## src/pkg/dpt_consts.vh

```
// Purpose: constants for the deviation and post-transmit configuration block
// Assumes: 8-bit registers, one per 32-bit word on the register bus
// Notes: printed offsets are register indices; byte address is four times the index
`ifndef DPT_CONSTS_VH
`define DPT_CONSTS_VH
`define DPT_IDX_DEV 8'h15
`define DPT_IDX_SM1 8'h17
`define DPT_IDX_MOD 8'h12
`define DPT_IDX_CTL 8'h30
`define DPT_IDX_STS 8'h31
`define DPT_DEV_E_RST 3'h4
`define DPT_DEV_M_RST 3'h7
`define DPT_SM1_RSVD 4'hc
`define DPT_TXOFF_RST 2'h0
`define DPT_MOD_RST 3'h0
`define DPT_MOD_FSK2 3'h0
`define DPT_MOD_GFSK 3'h1
`define DPT_MOD_ASK 3'h3
`define DPT_MOD_MSK 3'h7
`define DPT_TXOFF_IDLE 2'h0
`define DPT_TXOFF_FSTX 2'h1
`define DPT_TXOFF_STAY 2'h2
`define DPT_ST_IDLE 2'h0
`define DPT_ST_FSON 2'h1
`define DPT_ST_TX 2'h2
`define DPT_DEV_SHIFT 17
`define DPT_MANT_BASE 4'h8
`endif

```

## src/hw/dpt_cfg.v

```verilog
// Purpose: deviation register, post-transmit state choice, modulator steering
// Assumes: avalon-mm slave, one 8-bit register per aligned 32-bit word
// Notes: tx_start and pkt_done are same-clock pulses from the packet engine
//
// Local design decision: register access over Avalon-MM.
`default_nettype none
`include "dpt_consts.vh"
module dpt_cfg #(
  parameter XOSC_HZ = 26000000
) (
  input wire mclk,
  input wire resetn,
  input wire [7:0] avs_address,
  input wire avs_read,
  input wire avs_write,
  input wire [31:0] avs_writedata,
  input wire [3:0] avs_byteenable,
  output reg [31:0] avs_readdata,
  output wire avs_waitrequest,
  input wire tx_start,
  input wire pkt_done,
  input wire sym_start,
  input wire eighth_tick,
  input wire data_bit,
  output reg [1:0] radio_state_ff,
  output reg preamble_restart_ff,
  output reg fsk_en_ff,
  output reg [3:0] dev_mant_ff,
  output reg [2:0] dev_exp_ff,
  output reg [31:0] dev_step_ff,
  output wire msk_phase_active,
  output wire msk_phase_neg,
  output reg ask_en_ff
);
  ////////////////////////////////////////////////////////////////////////////
  // register file
  reg [2:0] dev_e_ff;
  reg [2:0] dev_m_ff;
  reg [1:0] post_tx_state_sel_ff;
  reg [2:0] modulation_select_ff;
  reg rd_pend_ff;
  reg [2:0] act_mod_ff;
  reg [1:0] act_txoff_ff;
  reg msk_en_ff;
  wire wr_lane0;
  wire [7:0] wb;
  // reads take one extra cycle so readdata comes from a flop
  assign avs_waitrequest = avs_read && !rd_pend_ff;
  assign wr_lane0 = avs_write && avs_byteenable[0];
  assign wb = avs_writedata[7:0];
  function [1:0] dpt_mod_class;
    input [2:0] code;
    begin
      case (code)
        `DPT_MOD_FSK2: dpt_mod_class = 2'h1;
        `DPT_MOD_GFSK: dpt_mod_class = 2'h1;
        `DPT_MOD_ASK: dpt_mod_class = 2'h2;
        `DPT_MOD_MSK: dpt_mod_class = 2'h3;
        default: dpt_mod_class = 2'h0;
      endcase
    end
  endfunction
  always @(posedge mclk)
  begin
    if (!resetn)
    begin
      dev_e_ff <= `DPT_DEV_E_RST;
      dev_m_ff <= `DPT_DEV_M_RST;
      post_tx_state_sel_ff <= `DPT_TXOFF_RST;
      modulation_select_ff <= `DPT_MOD_RST;
      rd_pend_ff <= 1'b0;
      avs_readdata <= 32'h0;
    end
    else
    begin
      rd_pend_ff <= avs_read && !rd_pend_ff;
      if (wr_lane0)
      begin
        case (avs_address)
          `DPT_IDX_DEV:
          begin
            dev_e_ff <= wb[6:4]; // bits 7 and 3 dropped
            dev_m_ff <= wb[2:0];
          end
          `DPT_IDX_SM1: post_tx_state_sel_ff <= wb[1:0];
          `DPT_IDX_MOD: modulation_select_ff <= wb[6:4];
          default: ;
        endcase
      end
      if (avs_read && !rd_pend_ff)
      begin
        case (avs_address)
          `DPT_IDX_DEV: avs_readdata <= {24'h0, 1'b0, dev_e_ff, 1'b0, dev_m_ff};
          `DPT_IDX_SM1: avs_readdata <= {24'h0, 2'h0, `DPT_SM1_RSVD, post_tx_state_sel_ff};
          `DPT_IDX_MOD: avs_readdata <= {24'h0, 1'b0, modulation_select_ff, 4'h0};
          `DPT_IDX_STS: avs_readdata <= {24'h0, 1'b0, act_mod_ff, 2'h0, radio_state_ff};
          default: avs_readdata <= 32'h0;
        endcase
      end
    end
  end
  ////////////////////////////////////////////////////////////////////////////
  // settings latched at transmit start; the msk ramp length still follows the live dev_m_ff, so a mid-flight write changes it
  wire [1:0] cls;
  assign cls = dpt_mod_class(modulation_select_ff);
  always @(posedge mclk)
  begin
    if (!resetn)
    begin
      act_mod_ff <= `DPT_MOD_RST;
      act_txoff_ff <= `DPT_TXOFF_RST;
      fsk_en_ff <= 1'b0;
      msk_en_ff <= 1'b0;
      ask_en_ff <= 1'b0;
      dev_mant_ff <= `DPT_MANT_BASE;
      dev_exp_ff <= 3'h0;
      dev_step_ff <= 32'h0;
    end
    else if (tx_start)
    begin
      act_mod_ff <= modulation_select_ff;
      act_txoff_ff <= post_tx_state_sel_ff;
      fsk_en_ff <= (cls == 2'h1);
      msk_en_ff <= (cls == 2'h3);
      ask_en_ff <= (cls == 2'h2);
      if (cls == 2'h1)
      begin
        dev_mant_ff <= {1'b1, dev_m_ff};
        dev_exp_ff <= dev_e_ff;
        // step in units of fxosc/2^17: (8+m)<<e
        // shift in full width: (8+7)<<7 needs 11 bits, an 8-bit shift would wrap
        dev_step_ff <= {28'h0, `DPT_MANT_BASE | {1'b0, dev_m_ff}} << dev_e_ff;
      end
      else
      begin
        // ask/ook and msk leave the fsk deviation at zero
        dev_mant_ff <= 4'h0;
        dev_exp_ff <= 3'h0;
        dev_step_ff <= 32'h0;
      end
    end
  end
  ////////////////////////////////////////////////////////////////////////////
  // post-transmit state choice
  always @(posedge mclk)
  begin
    if (!resetn)
    begin
      radio_state_ff <= `DPT_ST_IDLE;
      preamble_restart_ff <= 1'b0;
    end
    else
    begin
      preamble_restart_ff <= 1'b0;
      if (tx_start)
        radio_state_ff <= `DPT_ST_TX;
      else if (pkt_done && radio_state_ff == `DPT_ST_TX)
      begin
        case (act_txoff_ff)
          `DPT_TXOFF_IDLE: radio_state_ff <= `DPT_ST_IDLE;
          `DPT_TXOFF_FSTX: radio_state_ff <= `DPT_ST_FSON;
          `DPT_TXOFF_STAY: preamble_restart_ff <= 1'b1;
          // code 11 unsupported; fall back to idle
          default: radio_state_ff <= `DPT_ST_IDLE;
        endcase
      end
    end
  end
  ////////////////////////////////////////////////////////////////////////////
  // msk phase stepping; mantissa here is a fraction, not a deviation
  dpt_phase_step u_phase (
    .mclk(mclk),
    .resetn(resetn),
    .enable(msk_en_ff),
    .sym_start(sym_start),
    .data_bit(data_bit),
    .eighth_tick(eighth_tick),
    .frac_m(dev_m_ff),
    .phase_active_ff(msk_phase_active),
    .phase_dir_neg_ff(msk_phase_neg)
  );
endmodule // dpt_cfg
`default_nettype wire

```

## src/hw/dpt_phase_step.v

```verilog
// Purpose: per-symbol phase step for msk: rotation direction and ramp length
// Assumes: symbol strobe and data bit come from logic on mclk
// Notes: ramp length in eighths of a symbol, counted with a sub-symbol enable
`default_nettype none
module dpt_phase_step (
  input wire mclk,
  input wire resetn,
  input wire enable,
  input wire sym_start,
  input wire data_bit,
  input wire eighth_tick,
  input wire [2:0] frac_m,
  output reg phase_active_ff,
  output reg phase_dir_neg_ff
);
  reg [3:0] cnt_ff;
  reg [3:0] nxt_cnt;
  always @*
  begin
    nxt_cnt = cnt_ff;
    if (!enable)
      nxt_cnt = 4'h0;
    else if (sym_start)
      nxt_cnt = {1'b0, frac_m} + 4'h1;
    else if (eighth_tick && cnt_ff != 4'h0)
      nxt_cnt = cnt_ff - 4'h1;
  end
  always @(posedge mclk)
  begin
    if (!resetn)
    begin
      cnt_ff <= 4'h0;
      phase_active_ff <= 1'b0;
      phase_dir_neg_ff <= 1'b0;
    end
    else
    begin
      cnt_ff <= nxt_cnt;
      phase_active_ff <= (nxt_cnt != 4'h0);
      if (enable && sym_start)
        phase_dir_neg_ff <= data_bit;
    end
  end
endmodule // dpt_phase_step
`default_nettype wire

```

## config.mk

```make
export PLATFORM = sky130hd
export DESIGN_NAME = dpt_cfg
export DESIGN_NICKNAME = d
export VERILOG_FILES = /design/src/hw/dpt_cfg.v /design/src/hw/dpt_phase_step.v
export VERILOG_INCLUDE_DIRS = /design/src /design/src/pkg
export SDC_FILE = /design/constraint.sdc
export NUM_CORES = 1
export LEC_CHECK = 0
export ABC_AREA = 1
export BUFFER_PORTS_ARGS = -buffer_cell sky130_fd_sc_hd__buf_2
export CORE_MARGIN = 1.5
export CORE_UTILIZATION = 40
export CTS_BUF_LIST = sky130_fd_sc_hd__clkbuf_4 sky130_fd_sc_hd__clkbuf_8
export CTS_CLUSTER_SIZE = 20
export DETAILED_ROUTE_END_ITERATION = 10
export PLACE_DENSITY = 0.79
export SLEW_MARGIN = 5
export SYNTH_ARGS = -nofsm -noshare
export SYNTH_HDL_FRONTEND = slang
export SYNTH_SLANG_ARGS = --single-unit
export TNS_END_PERCENT = 5
```

## constraint.sdc

```tcl
create_clock -name mclk -period 3.4 [get_ports mclk]
set_input_delay 0.51 -clock mclk [delete_from_list [all_inputs] [get_ports mclk]]
set_output_delay 0.51 -clock mclk [all_outputs]
set_load 0.005 [all_outputs]
```

==> impl_metrics.env <==
export IMPL_status="complete, but fails checks"
export IMPL_failed_checks="DRC"
export IMPL_setup_total_negative_slack_ns=0
export IMPL_setup_viol_count_final=0
export IMPL_grt_antenna_before_repair=0
export IMPL_critical_path_reg2reg_endpoint="u_phase.phase_active_ff$_SDFF_PN0_"
export IMPL_cts_buffers_inserted=5
export IMPL_maxCapViolations=0
export IMPL_chipHeight_um=85.6
export IMPL_seq_area_frac_synth_pct=38.8
export IMPL_worstPathCellList="buf_2 > clkinv_1 > nor3_4 > inv_1 > o21ai_1"
export IMPL_cp_startpoint="resetn"
export IMPL_clock_fmax_mhz=526
export IMPL_synth_cell_area_mm2=0.00273
export IMPL_layout_cell_share_with_drive_strength_beyond_1_pct=19.4
export IMPL_grt_setup_unrepaired="false"
export IMPL_grt_first_pass_wirelength_um=9450
export IMPL_cpMaxStageDelayCell="sky130_fd_sc_hd__clkinv_1"
export IMPL_cts_repair_resize_count=0
export IMPL_design_core_area_mm2=0.00646
export IMPL_fp_dieArea_mm2=0.00733
export IMPL_die_width_um=85.6
export IMPL_max_clock_path_buffers=2
export IMPL_reg2reg_slack_ns=2.00
export IMPL_routedWlPerCell_um=12.0
export IMPL_ys_ff_latch=53
export IMPL_synth_area_per_cell_um2=7.44
export IMPL_routed_wl_um=5940
export IMPL_gr_usage_met1_pct=21.8
export IMPL_number_of_antenna_violating_nets_in_the_routed_design=0
export IMPL_setup_worst_path_class="in -> reg"
export IMPL_synth_enable_flop_cells=0
export IMPL_arrival_ns=2.15
export IMPL_dp_final_hpwl_um=4500
export IMPL_grt_total_usage_pct=16.2
export IMPL_cell_types_with_the_highest_counts_after_synthesis="61 x sky130_fd_sc_hd__nand2_1, 53 x sky130_fd_sc_hd__dfxtp_1, 49 x sky130_fd_sc_hd__buf_4"
export IMPL_place_port_buffers=55
export IMPL_start_util_pct=42.3
export IMPL_cts_post_setup_buffers_inserted=0
export IMPL_synth_async_reset_ratio_pct=0
export IMPL_synth_cell_types=35
export IMPL_worst_hold_path_type="in -> reg"
export IMPL_cts_sinks=53
export IMPL_global_route_peak_usage_layer="met2"
export IMPL_num_vias=2436
export IMPL_final_hold_viol_count=0
export IMPL_synth_largest_area_cell="sky130_fd_sc_hd__dfxtp_1"
export IMPL_leftover_overflow_at_the_end_of_global_routing=0
export IMPL_placement_rows=29
export IMPL_globalRouteMet2Util_pct=26.3
export IMPL_vias_in_the_first_global_route=2051
export IMPL_critPathBufInv=3
export IMPL_timing_endpoint_of_the_critical_path="dev_step_ff[10]$_SDFFE_PN0P_"
export IMPL_synth_most_common_cell="sky130_fd_sc_hd__nand2_1"
export IMPL_detail_route_drc_violations=8
export IMPL_synth_top_flop_cell="sky130_fd_sc_hd__dfxtp_1"
export IMPL_finClkSkew_ns=0.0114
export IMPL_netlist_top_cells_area="sky130_fd_sc_hd__dfxtp_1 39%, sky130_fd_sc_hd__buf_4 13%, sky130_fd_sc_hd__nand2_1 8.4%, sky130_fd_sc_hd__nand3_1 7.1%, sky130_fd_sc_hd__inv_1 4.8%"
export IMPL_endpoint_kind="flop"
export IMPL_worstSkewPairLatency_ns=0.31
export IMPL_num_antenna_cells=0
export IMPL_path_max_fanout=29
export IMPL_min_period_over_period_pct=55.9
export IMPL_number_of_vias_per_cell_after_detailed_routing=4.92
export IMPL_final_weighted_congestion_in_routability_driven_placement=0.806
export IMPL_final_net_count=472
export IMPL_r2r_start="u_phase.cnt_ff[0]$_SDFF_PN0_"
export IMPL_startpoint_type="input pin"
export IMPL_postSynthCellCount=367
export IMPL_slew_violations=0
export IMPL_cts_htree_levels=2
export IMPL_grt_met3_usage_pct=3.85
export IMPL_cts_reportedPaths_clkPinSlew_ns=0.10
export IMPL_synthDominantCellAreaShare_pct=38.8
export IMPL_detail_route_iter0_violations=148
export IMPL_power_per_cell_area_mw_per_mm2=382
export IMPL_clock_tree_from_tritoncts="built"
export IMPL_fill_cells=701
export IMPL_cts_root_buf="sky130_fd_sc_hd__clkbuf_8"
export IMPL_grt_start_max_net_pins=30
export IMPL_ios=132
export IMPL_p_total_uw=1130
export IMPL_cts_hold_buf=0
export IMPL_path_depth=5
export IMPL_timing_reg2reg_worst_path_depth=9
export IMPL_worst_ep_required_time_ns=3.65
export IMPL_worst_slew_pin_slew_ns=0.701
export IMPL_drt_first_pass_iters=8
export IMPL_post_layout_min_period_ns=1.90
export IMPL_multiInputGateArea_mm2=0.00127
export IMPL_slowest_delay_ns=0.60
export IMPL_seq_area_mm2=0.00106
export IMPL_cpLargestDelayFamily="buffers and inverters"
export IMPL_timing_max_slew_rel_slack_pct=53.0
export IMPL_warnings_synthesis=0
export IMPL_leakage_component_of_the_power_uw=0.00144
export IMPL_syn2layout_area_growth_pct=8.43
export IMPL_ir_worst_vdd_v=0.000283
-- cell type report --
cell class | count | share of cell area (%)
Multi-Input combinational cell | 261 | 42.9
Tap cell | 77 | 3.25
Sequential cell | 53 | 35.8
Clock buffer | 6 | 2.79
Inverter | 40 | 5.07
Clock inverter | 2 | 0.591
Timing Repair Buffer | 56 | 9.55
-- worst min-delay path: stages --
cell and delay, ns:
sky130_fd_sc_hd__buf_2 0.08, sky130_fd_sc_hd__a21oi_1 0.06, sky130_fd_sc_hd__o21ai_0 0.06
-- placed cells by master (no fill, tap or decap), drive strengths merged, types with 2 or more instances in the layout --
master,instances
clkbuf,6
nand3,40
buf,56
dfxtp,53
a32o,2
inv,38
nand4,5
nand2,64
nor3,3
ha,2
o21ai,29
o2111ai,2
a22oi,3
nor2,30
clkinv,4
a21oi,28
conb,47
-- through the flow --
step	setup WS, ns	instance area [µm²]	instances	hold slack, ns	util (%)
final	1.50	2960	495	0.422	45.9
after CTS	1.51	2960	495	0.408	45.9
after floorplan	2.08	2900	413	0.437	-
after global placement	1.21	2860	487	0.441	44.3
after detailed placement	1.20	2860	487	0.456	44.3
after global routing	1.33	2960	495	0.398	45.9
-- logic make-up after synthesis --
kind of cell / share of synthesized area, %
compound gates: 14.3
fa+ha+maj: 0.916
buf+inv: 20.9
flops: 38.8
other cells: 0.137
simple gates: 24.8
-- state kept, by name, indices dropped and copies added, names as in the netlist --
name	flops
dev_step_ff	11
avs_readdata	6
dev_mant_ff	4
u_phase.cnt_ff	4
act_mod_ff	3
dev_e_ff	3
dev_exp_ff	3
dev_m_ff	3
modulation_select_ff	3
act_txoff_ff	2
post_tx_state_sel_ff	2
radio_state_ff	2
ask_en_ff	1
fsk_en_ff	1
msk_en_ff	1
preamble_restart_ff	1
rd_pend_ff	1
u_phase.phase_active_ff	1
u_phase.phase_dir_neg_ff	1
-- report_power, final --
group | switching [µW] | total [µW] | internal, µW
registers | 7.63 | 642 | 634
logic | 71.9 | 106 | 34.1
clock network | 215 | 384 | 169
total | 294 | 1130 | 838
-- per-layer routing --
metal | up-vias | routed length [µm]
li1 | 1206 | -
met1 | 1118 | 2630
met5 | - | 0
met2 | 104 | 2750
met3 | 8 | 503
met4 | 0 | 46
-- how the worst min path moves through the flow --
| stage | from | to | slack [ns] | cells after the start |
|---|---|---|---|---|
| after floorplan | modulation_select_ff[0]$_SDFFE_PN0P_ | modulation_select_ff[0]$_SDFFE_PN0P_ | 0.44 | 2 |
| after global placement | dev_mant_ff[3]$_SDFFE_PN1P_ | dev_mant_ff[3]$_SDFFE_PN1P_ | 0.44 | 2 |
| after detailed placement | dev_mant_ff[3]$_SDFFE_PN1P_ | dev_mant_ff[3]$_SDFFE_PN1P_ | 0.46 | 2 |
| after CTS | avs_writedata[2] | dev_m_ff[2]$_SDFFE_PN1P_ | 0.41 | 3 |
| after global routing | avs_writedata[2] | dev_m_ff[2]$_SDFFE_PN1P_ | 0.40 | 3 |
| final | avs_writedata[2] | dev_m_ff[2]$_SDFFE_PN1P_ | 0.42 | 3 |
Power figures use the tool's default switching activity.
